File: src/kpi_map.svh
// register map, field positions, reset values and codes of the port-zero pin interrupt unit
// assumes inclusion by kpi_pkg and by the unit's modules; definitions only
`ifndef KPI_MAP_SVH
`define KPI_MAP_SVH

`define KPI_AW          12
`define KPI_DW          32
`define KPI_SW          4
`define KPI_IDX_RANGE   9:2
`define KPI_LOW_RANGE   1:0
`define KPI_TOP_RANGE   11:10
`define KPI_LANE0       7:0
`define KPI_LANE0_STB   0
`define KPI_ZERO2       2'b00

`define KPI_IDX_ENABLE  8'he9
`define KPI_IDX_FLAGS   8'hea
`define KPI_IDX_SEL_LO  8'heb
`define KPI_IDX_SEL_HI  8'hec
`define KPI_IDX_CTRL    8'hed
`define KPI_IDX_PINS    8'hee

`define KPI_RST_BYTE    8'h00
`define KPI_RST_CTRL    2'h0
`define KPI_CTRL_PAD    6'h00
`define KPI_WORD_PAD    24'h000000
`define KPI_WORD_ZERO   32'h00000000
`define KPI_PIN_IDLE    8'hff
`define KPI_CTRL_IRQ_EN  0
`define KPI_CTRL_WAKE_EN 1

`define KPI_TRIG_FALL   2'b00
`define KPI_TRIG_RISE   2'b01
`define KPI_TRIG_BOTH   2'b10
`define KPI_TRIG_LOW    2'b11

`define KPI_RESP_OKAY   2'b00
`define KPI_RESP_SLVERR 2'b10

`endif

File: src/kpi_pkg.sv
// types and shared decode for the port-zero pin interrupt unit
// assumes kpi_map.svh is reachable by bare name
package kpi_pkg;
`include "kpi_map.svh"

	typedef enum logic [1:0]
	{
		trig_fall = `KPI_TRIG_FALL,
		trig_rise = `KPI_TRIG_RISE,
		trig_both = `KPI_TRIG_BOTH,
		trig_low  = `KPI_TRIG_LOW
	} kpi_trig_t;

	typedef logic [`KPI_AW-1:0] kpi_addr_t;

	function automatic logic [7:0] kpi_reg_idx(input kpi_addr_t a);
		return a[`KPI_IDX_RANGE];
	endfunction

	function automatic logic kpi_mapped(input kpi_addr_t a);
		logic [7:0] i;
		i = kpi_reg_idx(a);
		return (a[`KPI_LOW_RANGE] == `KPI_ZERO2) && (a[`KPI_TOP_RANGE] == `KPI_ZERO2)
			&& (i >= `KPI_IDX_ENABLE) && (i <= `KPI_IDX_PINS);
	endfunction

	// level mode never reports an edge
	function automatic logic kpi_edge_hit(input kpi_trig_t m, input logic rise, input logic fall);
		case (m)
			trig_fall: return fall;
			trig_rise: return rise;
			trig_both: return rise | fall;
			default:   return 1'b0;
		endcase
	endfunction
endpackage

File: src/kpi_reg_if.sv
// register access path between the bus slave and the register file
// assumes both ends run on the same clock
interface kpi_reg_if;
	import kpi_pkg::*;
	logic       wr_stb;
	kpi_addr_t  wr_addr;
	logic [7:0] wr_data;
	kpi_addr_t  rd_addr;
	logic [7:0] rd_data;

	modport bus  (output wr_stb, output wr_addr, output wr_data, output rd_addr, input rd_data);
	modport regs (input wr_stb, input wr_addr, input wr_data, input rd_addr, output rd_data);
endinterface

File: src/kpi_keypad_pin_interrupt.sv
// port-zero pin change interrupt unit: eight channels, per-channel trigger type,
// sticky edge flags, level-following low flags, one combined request and a wake request
// assumes asynchronous pins on port_zero and a cpu that reports idle and power-down
// as levels on aclk; one machine cycle is one aclk period
`include "kpi_map.svh"

module kpi_keypad_pin_interrupt
	import kpi_pkg::*;
(
	// clock and reset
	input  logic               aclk,
	input  logic               aresetn,
	// axi4-lite write address
	input  kpi_addr_t          s_axi_awaddr,
	input  logic               s_axi_awvalid,
	output logic               s_axi_awready,
	// axi4-lite write data
	input  logic [`KPI_DW-1:0] s_axi_wdata,
	input  logic [`KPI_SW-1:0] s_axi_wstrb,
	input  logic               s_axi_wvalid,
	output logic               s_axi_wready,
	// axi4-lite write response
	output logic [1:0]         s_axi_bresp,
	output logic               s_axi_bvalid,
	input  logic               s_axi_bready,
	// axi4-lite read address
	input  kpi_addr_t          s_axi_araddr,
	input  logic               s_axi_arvalid,
	output logic               s_axi_arready,
	// axi4-lite read data
	output logic [`KPI_DW-1:0] s_axi_rdata,
	output logic [1:0]         s_axi_rresp,
	output logic               s_axi_rvalid,
	input  logic               s_axi_rready,
	// keypad pins
	input  logic [7:0]         port_zero,
	// processor power state
	input  logic               cpu_idle,
	input  logic               cpu_power_down,
	// requests
	output logic               keypad_irq,
	output logic               wake_req
);

	kpi_reg_if rif ();

	// register file
	logic [7:0] en_q;
	logic [7:0] flag_q;
	logic [7:0] sel_lo_q;
	logic [7:0] sel_hi_q;
	logic [1:0] ctrl_q;

	// detection pipeline
	logic [7:0] pin_lvl;
	logic [7:0] prev_q;
	logic [7:0] hit_q;
	logic [7:0] low_q;
	logic       irq_q;
	logic       wake_q;

	// decode and next values
	logic [7:0] wr_idx;
	logic [7:0] rd_idx;
	logic       wr_enable;
	logic       wr_flags;
	logic       wr_sel_lo;
	logic       wr_sel_hi;
	logic       wr_ctrl;
	logic [7:0] en_d;
	logic [7:0] sel_lo_d;
	logic [7:0] sel_hi_d;
	logic [1:0] ctrl_d;
	logic [7:0] rise;
	logic [7:0] fall;
	logic [7:0] level_ch;
	logic [7:0] hit_now;
	logic [7:0] low_now;
	logic [7:0] flag_sw;
	logic [7:0] flag_d;
	logic       any_flag;
	logic       irq_d;
	logic       wake_d;

	kpi_pin_sync u_sync
	(
		.aclk    (aclk),
		.aresetn (aresetn),
		.pin_in  (port_zero),
		.level_q (pin_lvl)
	);

	kpi_axil_slave u_bus
	(
		.aclk          (aclk),
		.aresetn       (aresetn),
		.s_axi_awaddr  (s_axi_awaddr),
		.s_axi_awvalid (s_axi_awvalid),
		.s_axi_awready (s_axi_awready),
		.s_axi_wdata   (s_axi_wdata),
		.s_axi_wstrb   (s_axi_wstrb),
		.s_axi_wvalid  (s_axi_wvalid),
		.s_axi_wready  (s_axi_wready),
		.s_axi_bresp   (s_axi_bresp),
		.s_axi_bvalid  (s_axi_bvalid),
		.s_axi_bready  (s_axi_bready),
		.s_axi_araddr  (s_axi_araddr),
		.s_axi_arvalid (s_axi_arvalid),
		.s_axi_arready (s_axi_arready),
		.s_axi_rdata   (s_axi_rdata),
		.s_axi_rresp   (s_axi_rresp),
		.s_axi_rvalid  (s_axi_rvalid),
		.s_axi_rready  (s_axi_rready),
		.rif           (rif)
	);

	// write decode
	assign wr_idx    = kpi_reg_idx(rif.wr_addr);
	assign wr_enable = rif.wr_stb && (wr_idx == `KPI_IDX_ENABLE);
	assign wr_flags  = rif.wr_stb && (wr_idx == `KPI_IDX_FLAGS);
	assign wr_sel_lo = rif.wr_stb && (wr_idx == `KPI_IDX_SEL_LO);
	assign wr_sel_hi = rif.wr_stb && (wr_idx == `KPI_IDX_SEL_HI);
	assign wr_ctrl   = rif.wr_stb && (wr_idx == `KPI_IDX_CTRL);

	assign en_d     = wr_enable ? rif.wr_data : en_q;
	assign sel_lo_d = wr_sel_lo ? rif.wr_data : sel_lo_q;
	assign sel_hi_d = wr_sel_hi ? rif.wr_data : sel_hi_q;
	assign ctrl_d   = wr_ctrl ? rif.wr_data[1:0] : ctrl_q;

	// settled level against the previous settled level
	assign rise = pin_lvl & ~prev_q;
	assign fall = ~pin_lvl & prev_q;

	// both select bits set means low-level mode
	assign level_ch = sel_hi_q & sel_lo_q;

	genvar ch;
	for (ch = 0; ch < 8; ch++)
	begin : g_chan
		// channel ch reads bit ch of each select register
		assign hit_now[ch] = en_q[ch]
			& kpi_edge_hit(kpi_trig_t'({sel_hi_q[ch], sel_lo_q[ch]}), rise[ch], fall[ch]);
	end

	assign low_now = en_q & level_ch & ~pin_lvl;

	// software may write edge flags; hardware set wins over a clear in the same cycle
	assign flag_sw = wr_flags ? rif.wr_data : flag_q;
	assign flag_d  = (~level_ch & (flag_sw | hit_q)) | (level_ch & low_q);

	assign any_flag = |(flag_q & en_q);
	assign irq_d    = ctrl_q[`KPI_CTRL_IRQ_EN] & any_flag;
	assign wake_d   = ctrl_q[`KPI_CTRL_WAKE_EN] & any_flag & (cpu_idle | cpu_power_down);

	// read mux; pin levels let the handler find the pressed key
	assign rd_idx      = kpi_reg_idx(rif.rd_addr);
	assign rif.rd_data = (rd_idx == `KPI_IDX_ENABLE) ? en_q :
		(rd_idx == `KPI_IDX_FLAGS)  ? flag_q :
		(rd_idx == `KPI_IDX_SEL_LO) ? sel_lo_q :
		(rd_idx == `KPI_IDX_SEL_HI) ? sel_hi_q :
		(rd_idx == `KPI_IDX_CTRL)   ? {`KPI_CTRL_PAD, ctrl_q} :
		(rd_idx == `KPI_IDX_PINS)   ? pin_lvl : `KPI_RST_BYTE;

	assign keypad_irq = irq_q;
	assign wake_req   = wake_q;

	always_ff @(posedge aclk)
	begin
		if (!aresetn)
		begin
			en_q     <= `KPI_RST_BYTE;
			flag_q   <= `KPI_RST_BYTE;
			sel_lo_q <= `KPI_RST_BYTE;
			sel_hi_q <= `KPI_RST_BYTE;
			ctrl_q   <= `KPI_RST_CTRL;
		end
		else
		begin
			en_q     <= en_d;
			flag_q   <= flag_d;
			sel_lo_q <= sel_lo_d;
			sel_hi_q <= sel_hi_d;
			ctrl_q   <= ctrl_d;
		end
	end

	// one stage here plus the flag register gives the two-cycle delay
	always_ff @(posedge aclk)
	begin
		if (!aresetn)
		begin
			prev_q <= `KPI_PIN_IDLE;
			hit_q  <= `KPI_RST_BYTE;
			low_q  <= `KPI_RST_BYTE;
			irq_q  <= 1'b0;
			wake_q <= 1'b0;
		end
		else
		begin
			prev_q <= pin_lvl;
			hit_q  <= hit_now;
			low_q  <= low_now;
			irq_q  <= irq_d;
			wake_q <= wake_d;
		end
	end
endmodule

File: src/kpi_pin_sync.sv
// three-stage synchroniser for the eight port-zero pins
// assumes asynchronous pins; a change counts once stages two and three agree
`include "kpi_map.svh"
module kpi_pin_sync
(
	// clock and reset
	input  logic       aclk,
	input  logic       aresetn,
	// pins and settled level
	input  logic [7:0] pin_in,
	output logic [7:0] level_q
);
	logic [7:0] s1_q;
	logic [7:0] s2_q;
	logic [7:0] s3_q;
	logic [7:0] agree;

	assign agree = ~(s2_q ^ s3_q);

	always_ff @(posedge aclk)
	begin
		if (!aresetn)
		begin
			s1_q    <= `KPI_PIN_IDLE;
			s2_q    <= `KPI_PIN_IDLE;
			s3_q    <= `KPI_PIN_IDLE;
			level_q <= `KPI_PIN_IDLE;
		end
		else
		begin
			s1_q    <= pin_in;
			s2_q    <= s1_q;
			s3_q    <= s2_q;
			level_q <= (agree & s3_q) | (~agree & level_q);
		end
	end
endmodule

File: src/kpi_axil_slave.sv
// axi4-lite slave front end: one write and one read at a time
// assumes a register file on the regs side that answers reads combinationally
`include "kpi_map.svh"
module kpi_axil_slave
	import kpi_pkg::*;
(
	// clock and reset
	input  logic              aclk,
	input  logic              aresetn,
	// write address
	input  kpi_addr_t         s_axi_awaddr,
	input  logic              s_axi_awvalid,
	output logic              s_axi_awready,
	// write data
	input  logic [`KPI_DW-1:0] s_axi_wdata,
	input  logic [`KPI_SW-1:0] s_axi_wstrb,
	input  logic              s_axi_wvalid,
	output logic              s_axi_wready,
	// write response
	output logic [1:0]        s_axi_bresp,
	output logic              s_axi_bvalid,
	input  logic              s_axi_bready,
	// read address
	input  kpi_addr_t         s_axi_araddr,
	input  logic              s_axi_arvalid,
	output logic              s_axi_arready,
	// read data
	output logic [`KPI_DW-1:0] s_axi_rdata,
	output logic [1:0]        s_axi_rresp,
	output logic              s_axi_rvalid,
	input  logic              s_axi_rready,
	// register side
	kpi_reg_if.bus            rif
);
	logic aw_have_q, w_have_q, awready_q, wready_q, bvalid_q, arready_q, rvalid_q, w_lane_q;
	logic aw_take, w_take, do_wr, ar_take, aw_have_d, w_have_d, bvalid_d, rvalid_d;
	kpi_addr_t          aw_addr_q;
	logic [7:0]         w_byte_q;
	logic [1:0]         bresp_q;
	logic [1:0]         rresp_q;
	logic [`KPI_DW-1:0] rdata_q;

	assign aw_take   = s_axi_awvalid & awready_q;
	assign w_take    = s_axi_wvalid & wready_q;
	assign do_wr     = aw_have_q & w_have_q & ~bvalid_q;
	assign aw_have_d = ~do_wr & (aw_have_q | aw_take);
	assign w_have_d  = ~do_wr & (w_have_q | w_take);
	assign bvalid_d  = do_wr | (bvalid_q & ~s_axi_bready);
	assign ar_take   = s_axi_arvalid & arready_q;
	assign rvalid_d  = ar_take | (rvalid_q & ~s_axi_rready);

	assign rif.wr_stb  = do_wr & w_lane_q & kpi_mapped(aw_addr_q);
	assign rif.wr_addr = aw_addr_q;
	assign rif.wr_data = w_byte_q;
	assign rif.rd_addr = s_axi_araddr;

	assign s_axi_awready = awready_q;
	assign s_axi_wready  = wready_q;
	assign s_axi_bvalid  = bvalid_q;
	assign s_axi_bresp   = bresp_q;
	assign s_axi_arready = arready_q;
	assign s_axi_rvalid  = rvalid_q;
	assign s_axi_rresp   = rresp_q;
	assign s_axi_rdata   = rdata_q;

	always_ff @(posedge aclk)
	begin
		if (!aresetn)
		begin
			aw_have_q <= 1'b0;
			w_have_q  <= 1'b0;
			awready_q <= 1'b0;
			wready_q  <= 1'b0;
			bvalid_q  <= 1'b0;
			arready_q <= 1'b0;
			rvalid_q  <= 1'b0;
		end
		else
		begin
			aw_have_q <= aw_have_d;
			w_have_q  <= w_have_d;
			awready_q <= ~aw_have_d;
			wready_q  <= ~w_have_d;
			bvalid_q  <= bvalid_d;
			arready_q <= ~rvalid_d;
			rvalid_q  <= rvalid_d;
		end
	end

	always_ff @(posedge aclk)
	begin
		if (!aresetn)
		begin
			aw_addr_q <= '0;
			w_byte_q  <= `KPI_RST_BYTE;
			w_lane_q  <= 1'b0;
			bresp_q   <= `KPI_RESP_OKAY;
			rresp_q   <= `KPI_RESP_OKAY;
			rdata_q   <= `KPI_WORD_ZERO;
		end
		else
		begin
			if (aw_take)
				aw_addr_q <= s_axi_awaddr;
			if (w_take)
			begin
				w_byte_q <= s_axi_wdata[`KPI_LANE0];
				w_lane_q <= s_axi_wstrb[`KPI_LANE0_STB];
			end
			if (do_wr)
				bresp_q <= kpi_mapped(aw_addr_q) ? `KPI_RESP_OKAY : `KPI_RESP_SLVERR;
			if (ar_take)
			begin
				rdata_q <= kpi_mapped(s_axi_araddr) ? {`KPI_WORD_PAD, rif.rd_data} : `KPI_WORD_ZERO;
				rresp_q <= kpi_mapped(s_axi_araddr) ? `KPI_RESP_OKAY : `KPI_RESP_SLVERR;
			end
		end
	end
endmodule

File: config.mk
export PLATFORM = sky130hd
export DESIGN_NAME = kpi_keypad_pin_interrupt
export DESIGN_NICKNAME = d
export VERILOG_FILES = /design/src/kpi_pkg.sv /design/src/kpi_reg_if.sv /design/src/kpi_keypad_pin_interrupt.sv /design/src/kpi_pin_sync.sv /design/src/kpi_axil_slave.sv
export VERILOG_INCLUDE_DIRS = /design/src
export SDC_FILE = /design/constraint.sdc
export NUM_CORES = 1
export LEC_CHECK = 0
export BUFFER_PORTS_ARGS = -buffer_cell sky130_fd_sc_hd__buf_2
export CORE_MARGIN = 2
export CORE_UTILIZATION = 30
export DETAILED_ROUTE_END_ITERATION = 6
export HOLD_SLACK_MARGIN = 0.15
export PLACE_DENSITY = 0.57
export SYNTH_ARGS = -nofsm -noshare
export SYNTH_HDL_FRONTEND = slang
export SYNTH_SLANG_ARGS = --single-unit
File: constraint.sdc
create_clock -name aclk -period 2.2 [get_ports aclk]
set_clock_uncertainty 0.1 [all_clocks]
set_input_delay 0.11 -clock aclk [delete_from_list [all_inputs] [get_ports aclk]]
set_output_delay 0.11 -clock aclk [all_outputs]
set_load 0.02 [all_outputs]
# [Word-level counts from Yosys, hierarchy flattened]
# Index checks and enable logic that the tools add are counted.
[totals] reg_bits=156 latchBits=0 ram_bits=0 mem_bits_ro=0 in_bits=77 out_inout_bits=43 wordCells=161 memories=0
[op_classes] n_addsub=0 mul=0 div_mod_pow=0 order_cmp=4 eq_ne=27 n_shift=0 mux=18 n_bitwise=61 n_reduce_logical=24
[op_table] op="$eq A8 B8 Y1 const B" count=11
[op_table] op="$and A8 B8 Y8" count=10
[op_table] op="$mux W8" count=8
[op_table] op="$not A8 Y8" count=5
[op_table] op="$logic_not A2 Y1" count=12
[op_table] op="$or A8 B8 Y8" count=3
[op_table] op="$pmux W1 S3" count=8
[op_table] op="$and A1 B1 Y1" count=22
[op_table] op="$eq A2 B1 Y1 const B" count=8
[op_table] op="$eq A2 B2 Y1 const B" count=8
[op_table] op="$ge A8 B8 Y1 const B" count=2
[op_table] op="$le A8 B8 Y1 const B" count=2
[op_table] op="$or A1 B1 Y1" count=13
[op_table] op="$logic_and A1 B1 Y1" count=11
[op_table] op="$reduce_or A8 Y1" count=1
[op_table] op="$xor A8 B8 Y8" count=1
[op_table] op="$not A1 Y1" count=7
[op_table] op="$mux W2" count=2

# [Depth between registers and ports, before layout]
# Gate-level depths: netlist of run 1.
[logic_depth] ltp_word=10 mapped_depth=6 mapped_depth_nobuf=6

# [Hierarchy]
# Synthesis of run 1 repeated with hierarchy kept, for this count alone.
[hier_totals] hier_cells=634 area_unflattened_um2=5806.8
[modules_own_cells] module="kpi_keypad_pin_interrupt" instances=1 cells_each=341 area_each_um2=3151.8 seq_area_each_um2=1201.2
[modules_own_cells] module="kpi_axil_slave" instances=1 cells_each=210 area_each_um2=1737.9 seq_area_each_um2=760.7
[modules_own_cells] module="kpi_pin_sync" instances=1 cells_each=83 area_each_um2=917.1 seq_area_each_um2=640.6

# [Worst setup path before layout of run 1]
# Ideal clock, no wire load.
[synth_timing] kind="reg-to-reg" start="reg u_bus.aw_addr_q[5], in the netlist u_bus.rif.wr_addr[5]" end="reg en_q[0]" setup_ns=0.072 arrival_time_ns=1.388 required_time_ns=2.028 slack_ns=0.641 stages_incl_launch_ff=5 path_buffers=0 synth_period_minus_slack_ns=1.559 cell_sequence="dfxtp_1 and4bb_2 nand3_1 nor3_4 mux2i_1"
[synth_via] elab_chain_len=5 word_cells_on_any_way=7 cone_classes="order compare (2); eq/ne (1); bitwise (1); reduce/logical (3)"
[synth_rtl] item="start: declaration" line_no="kpi_axil_slave.sv:37" rtl="kpi_addr_t aw_addr_q;"
[synth_rtl] item="start signal: assignment" line_no="kpi_axil_slave.sv:104" rtl="aw_addr_q <= s_axi_awaddr;"
[synth_rtl] item="$ge A8 B8 Y1 (no line)"
[synth_rtl] item="$logic_and A1 B1 Y1 (2 in series)" line_no="kpi_pkg.sv:23" rtl="return (a[`KPI_LOW_RANGE] == `KPI_ZERO2) && (a[`KPI_TOP_RANGE] == `KPI_ZERO2)"
[synth_rtl] item="$and A1 B1 Y1" line_no="kpi_axil_slave.sv:52" rtl="assign rif.wr_stb = do_wr & w_lane_q & kpi_mapped(aw_addr_q);"
[synth_rtl] item="$logic_and A1 B1 Y1 *" line_no="kpi_keypad_pin_interrupt.sv:119" rtl="assign wr_enable = rif.wr_stb && (wr_idx == `KPI_IDX_ENABLE);"
[synth_rtl] item="end signal: assignment" line_no="kpi_keypad_pin_interrupt.sv:171" rtl="en_q <= `KPI_RST_BYTE;"
[synth_rtl] item="end signal: assignment" line_no="kpi_keypad_pin_interrupt.sv:179" rtl="en_q <= en_d;"
[synth_rtl] item="end: declaration" line_no="kpi_keypad_pin_interrupt.sv:48" rtl="logic [7:0] en_q;"
# Mark *: on every way between the ends. The rest lies on a longest branch, timed or not.
# A chain may end at the register's enable or synchronous reset.

# [Worst setup path in the final report of run 1]
[layout_timing] start="reg u_bus.wready_q, in the netlist u_bus.s_axi_wready" end="reg u_bus.w_byte_q[0], in the netlist u_bus.rif.wr_data[0]"
[layout_via] elab_chain_len=1
[layout_rtl] item="start: declaration" line_no="kpi_axil_slave.sv:35" rtl="logic aw_have_q, w_have_q, awready_q, wready_q, bvalid_q, arready_q, rvalid_q, w_lane_q;"
[layout_rtl] item="start signal: assignment" line_no="kpi_axil_slave.sv:83" rtl="wready_q <= ~w_have_d;"
[layout_rtl] item="$and A1 B1 Y1" line_no="kpi_axil_slave.sv:44" rtl="assign w_take = s_axi_wvalid & wready_q;"
[layout_rtl] item="end signal: assignment" line_no="kpi_axil_slave.sv:95" rtl="w_byte_q <= `KPI_RST_BYTE;"
[layout_rtl] item="end signal: assignment" line_no="kpi_axil_slave.sv:107" rtl="w_byte_q <= s_axi_wdata[`KPI_LANE0];"
[layout_rtl] item="end: declaration" line_no="kpi_axil_slave.sv:38" rtl="logic [7:0] w_byte_q;"
# Every way passes these cells.

==> results.md, run 1 <==
* DIE AREA at between 15000 and 20000 sq um
* Area leader, netlist: dfxtp_1
* Synth cell types at between 40 and 50
* Clock Tree Root: clkbuf_16
* Placed cell areas at between 6000 and 7000 sq um
* Yosys warns at 0
* CTS clk-pin slew, worst paths at ~0.05 ns
* Core area at around 18000 sq um
* Critical Path End Type: flop
* Die Width at between 100 and 150 um
* Setup ws final at 0.169 ns
* Synth top area share at 0.467
* Sequential area share after synthesis at 0.467
* Hold Path Class: input port to flop
* Cell mode on critical path: dlygate4sd3_1
* Min Clock Period, post-route at approximately 2.0 ns
* Routed vias/inst at 4.61
* First-pass GRT wire length at about 22000 um
* Critical Path Source Type: flop
* Tot Pwr at around 0.0054 W
* Final Non-Filler Cells at ~1000
* Max reg flops at 12
* Slew @ Worst Pin at 0.667 ns
* Initial Util at 0.308
* Crit path buf inv count at 2
* Total gr overflow at 0
* Routed WL at 13300 um
* Worst Path Max Fanout at 9
* RR Startpoint: u_bus.s_axi_wready
* Setup TNS at 0 ns
* MaxCap Viol Count at 0
* Via count at 4622
* H-tree levels at 4
* Initial antenna violation count at 0
* Ys async rst share at 0
* Top_reg_cell synth: dfxtp_1
* DRC violations left at 0
* Final #Nets at 854
* Setup CP Type: flop to flop
* Number of global-route vias before repair at 4459
* Antenna Violating Nets Remaining at 0
* Total Routing Usage GR at 0.142
* Ranking of synthesized cells by area: dfxtp_1 47%, mux2i_1 7.9%, nand2_1 7.3%
* Area occupied by multi-input gates at ~2700 sq um
* CP Depth at 5
* Sink Count at between 100 and 150
* Share of post-route cells with drive strength above 1 at 0.149
* Crit path largest cell delay at approximately 0.56 ns
* Worst vdd rail ir drop at 0.550 mV
* Iter 0 DRT Violations at ~220
* Status: complete, no violations
* Cts bufs inserted at 17
* WP data required at ~2.5 ns
* CP arrival at between 2 and 2.5 ns
* Fin crit share at 0.923
* Wire length per cell at around 13 um
* Slowest cell on the critical path: dlygate4sd3_1
* RSZ-0062 raised after global routing: no
* CTS tree: yes
* Cells after Synth at 636
* Leak at approximately 2.9 nW
* CP delay by family, top: buffers and inverters
* Relative slew slack at 0.552
* FMAX at 492 MHz
* Place WS at 0.465 ns
* Largest net degree at the start of global routing at about 90
* Final setup viols at 0
* Worst Hold Launch: s_axi_awvalid
* Synthesized flop and latch total at between 100 and 150
* Design area at 7180 sq um
* Worst-path cell chain: and2_4 > nand2_1 > dlygate4sd3_1 > a21oi_1 > dlygate4sd3_1
* RePlAce Congestion at 0.815
* Commonest non-fill, non-tap cell in the layout: dfxtp_1
* Worst hold stages at 4
* Max-slew violations at 0
* Input/output buffers at 66
* Mapped Avg Cell Area at between 8 and 9 sq um
* Cell Pwr Density at approximately 750 nW/um^2
* Most frequent cells in the layout: 130 x dfxtp_1, 109 x nand2_1, 66 x buf_2
* Hold Violations, Final at 0
* FP Rows at 49
* Register area at ~2600 sq um
* Max Root-Sink Buffers at 2
* Ant diodes at 0
* Placed Cells at 913
* R2R depth at 5
* Post-synth EDFFs at 0
* Worst-skew pair later-pin latency at 0.42 ns
* Final HPWL DP at 8820 um
* Detailed Routing Iterations Pass 1 at 5
* Synthesized area at about 5600 sq um
* Io pins at 120
* Syn-to-layout area delta at 29.0%
* Die Ht at 140 um
* CP startpoint: u_bus.s_axi_wready
* Fill cell count at 1807
==> where the power goes <==
part / switching (W) / total [W] / internal (W)
clock: 0.00101 / 0.00259 / 0.00159
sequential: 0.0000346 / 0.00244 / 0.00241
combinational: 0.000213 / 0.000381 / 0.000169
total: 0.00125 / 0.00541 / 0.00416
==> metrics by stage <==
stage | hold slack, ns | util
after global routing | 0.209 | 0.397
after detailed placement | 0.194 | 0.335
after CTS | 0.151 | 0.397
after floorplan | 0.111 | -
final | 0.167 | 0.397
after global placement | 0.192 | 0.335
==> final timing paths <==
check                                             end  slack (ns)
worst max-delay path             u_bus.rif.wr_data[0]        0.17
worst min-delay path            u_bus.rif.wr_addr[11]        0.17
worst max register to register   u_bus.rif.wr_data[0]        0.17
worst min register to register         u_sync.s2_q[1]        0.30
==> metal layers <==
metal | share of wire | GRT usage | wire length, um | vias to the layer above
met5 | 0 | 0 | 0 | -
met4 | 0.013 | 0.0478 | 178 | 0
met3 | 0.042 | 0.0383 | 561 | 15
met2 | 0.43 | 0.214 | 5770 | 97
met1 | 0.51 | 0.195 | 6770 | 2120
li1 | - | - | - | 2390
==> logic make-up after synthesis <==
| family | Yosys count | synth area share |
|---|---|---|
| buffers and inverters | 72 | 0.0672 |
| adders and majority gates | 16 | 0.0360 |
| muxes | 44 | 0.0791 |
| DFF | 130 | 0.467 |
| other | 1 | 0.000674 |
| AOI/OAI and AO/OA | 130 | 0.135 |
| and+or+nand+nor | 243 | 0.215 |
==> repair_timing <==
item	4_1_cts	5_1_grt
endpoints found under the hold margin	74	0
gates resized for setup	0	2
buffers inserted	0	0
hold buffers	58	0
setup endpoints to repair	0	1
==> area by class of cell <==
| class | instances | area share |
|---|---|---|
| Multi-Input combinational cell | 459 | 0.374 |
| Sequential cell | 130 | 0.362 |
| Timing Repair Buffer | 131 | 0.136 |
| Clock buffer | 20 | 0.0636 |
| Tap cell | 229 | 0.0399 |
| Clock inverter | 11 | 0.0124 |
| Inverter | 22 | 0.0115 |
==> Yosys cell counts (7+ instances only) <==
master	number
ha_1	16
mux2i_1	44
a2bb2oi_1	7
nand2b_1	29
nor3_1	13
o21ai_0	26
nor2_1	40
nand2_1	109
buf_4	26
clkbuf_1	18
inv_1	21
a21oi_1	53
nand3_1	16
a31oi_1	8
dfxtp_1	130
o21ai_1	14
==> worst register-to-register path: cells and delay by family (launching register included) <==
family                 cells  cell delay [ns]
AO/OA/AOI/OAI              1             0.13
flip-flops                 1             0.36
buffers and inverters      2             1.11
AND/OR/NAND/NOR            2             0.28
Note: power is estimated with default switching activity, not from simulation.
==> run 2, diff against run 1 <==
CORE_UTILIZATION = 45   (was 30)
PLACE_DENSITY = 0.76   (was 0.57)
SETUP_SLACK_MARGIN = 0.4   (was not set)
SKIP_LAST_GASP = 1   (was not set)
==> run 2 against run 1 <==
Net effect:
- largest cell class unchanged
- largest power group unchanged
- highest routed layer unchanged
- setup slack improved by 0.26 ns
- non-clock buffer count up 13
- combinational power rose by 4%
==> results.md, run 2 (synthesized netlist as in run 1, its figures left out) <==
* Via count at roughly 5000
* Die Ht at roughly 120 um
* Placed cell areas at roughly 6000 sq um
* Final Non-Filler Cells at between 900 and 1000
* Hold Violations, Final at 0
* Crit path largest cell delay at roughly 0.53 ns
* Detailed Routing Iterations Pass 1 at 5
* Input/output buffers at between 60 and 70
* RSZ-0062 raised after global routing: no
* Wire length per cell at roughly 14 um
* Worst Path Max Fanout at 6
* Worst Hold Path EP: u_bus.s_axi_rdata[0]
* WP data required at ~2.4 ns
* Total gr overflow at 0
* CP arrival at 2.00 ns
* CTS clk-pin slew, worst paths at 0.06 ns
* CP delay by family, top: simple AND/OR/NAND/NOR gates
* Routed vias/inst at 5.20
* Tot Pwr at around 0.0061 W
* Max-slew violations at 0
* Max reg flops at 12
* Initial Util at 0.462
* Final #Nets at 867
* GRT met2 Usage at 0.341
* Worst hold stages at 5
* Design area at roughly 7400 sq um
* Hold Path Class: input port to flop
* Max Root-Sink Buffers at 2
* Share of post-route cells with drive strength above 1 at 0.151
* Fin crit share at 0.803
* Worst-path cell chain: dlygate4sd3_1 > buf_2 > or4_4 > nor4_4 > nand3_2 > o211ai_1
* Relative slew slack at 0.583
* Cell Pwr Density at between 800 and 900 nW/um^2
* Critical Path Source Type: input port
* Setup CP Type: input port to flop
* DRC violations left at 0
* FP Rows at 40
* RR Startpoint: u_bus.s_axi_awready
* Slowest cell on the critical path: dlygate4sd3_1
* Setup TNS at 0 ns
* Hold buffers post-CTS at 70
* Syn-to-layout area delta at 32.8%
* Initial antenna violation count at 0
* Antenna Violating Nets Remaining at 0
* Cts bufs inserted at 17
* H-tree levels at 4
* Routed WL at 13500 um
* DIE AREA at about 13000 sq um
* R2R depth at 4
* CTS tree: yes
* Die Width at between 100 and 150 um
* Crit path buf inv count at 2
* Reg2reg end: u_bus.rif.wr_addr[4]
* Commonest non-fill, non-tap cell in the layout: dfxtp_1
* Worst vdd rail ir drop at 0.585 mV
* MaxCap Viol Count at 0
* Largest net degree at the start of global routing at slightly above 70
* R2R setup slack at about 0.48 ns
* First-pass GRT wire length at about 22000 um
* Final setup viols at 0
* Iter 0 DRT Violations at 406
* Placed Cells at 851
* Clock Tree Root: clkbuf_16
* Total Routing Usage GR at 0.207
* Met3 usage at 0.0590
* Min Clock Period, post-route at around 1.8 ns
* Ant diodes at 0
* Busiest grt layer: met2
* Critical Path End Type: flop
* Status: complete, no violations
* Slew @ Worst Pin at 0.624 ns
* Core area at approximately 12000 sq um
* GRT met1 Usage at 0.253
* Leak at roughly 3.0 nW
* Worst-skew pair later-pin latency at roughly 0.42 ns
* Sink Count at 130
* Number of global-route vias before repair at roughly 4600
* RePlAce Congestion at slightly below 0.9
* Final HPWL DP at between 8000 and 9000 um
* FMAX at 566 MHz
* Most frequent cells in the layout: 130 x dfxtp_1, 109 x nand2_1, 69 x dlygate4sd3_1
* Worst Hold Launch: s_axi_araddr[1]
* Io pins at between 100 and 150
-- run 2: stage by stage --
stage | util | hold slack [ns] | setup WS (ns)
6_report | 0.613 | 0.0487 | 0.434
3_3_place_gp | 0.495 | 0.194 | 0.447
3_5_place_dp | 0.495 | 0.195 | 0.453
5_1_grt | 0.613 | 0.0577 | 0.382
2_1_floorplan | - | 0.111 | 0.641
4_1_cts | 0.610 | 0.0233 | 0.407
-- run 2: how the worst max path moves through the flow --
stage | start | endpoint | slack [ns] | depth (start not counted)
after floorplan | u_bus.rif.wr_addr[5] | en_q[0] | 0.64 | 4
after global placement | u_bus.rif.wr_addr[2] | flag_q[3] | 0.45 | 4
after detailed placement | u_bus.rif.wr_addr[2] | flag_q[7] | 0.45 | 4
after CTS | s_axi_araddr[11] | u_bus.s_axi_rdata[6] | 0.41 | 6
after global routing | s_axi_araddr[11] | u_bus.s_axi_rdata[5] | 0.38 | 6
final | s_axi_araddr[11] | u_bus.s_axi_rdata[5] | 0.43 | 6
-- run 2: area by class of cell --
cell class,instances,area (sq um)
Sequential cell,130,2600
Timing Repair Buffer,144,1110
Multi-Input combinational cell,459,2700
Inverter,22,82.6
Clock buffer,19,433
Fill cell,948,4670
Tap cell,168,210
Clock inverter,13,258
-- run 2: per-layer routing --
layer,up-vias,share of wire
met1,2341,0.44
met5,-,0
met2,180,0.47
met4,0,0.018
li1,2415,-
met3,29,0.064
-- run 2: worst register-to-register path, cell delays in order (launching register included) --
cell           delay [ns]
dfxtp_1              0.31
nand2_1              0.33
nand2_1              0.14
a21oi_1              0.19
dlygate4sd3_1        0.58
-- run 2: report_power, final --
part,total (W),switching [W],leakage (nW),internal [W]
Combinational,0.000397,0.000214,1.62,0.000183
Clock,0.00328,0.00104,0.331,0.00224
Sequential,0.00244,0.0000370,1.06,0.00240
Total,0.00612,0.00129,3.01,0.00483
-- run 2: repair_timing --
item	CTS	global route
setup endpoints to repair	0	22
gates resized for setup	0	6
endpoints found under the hold margin	91	8
setup buffers	0	2
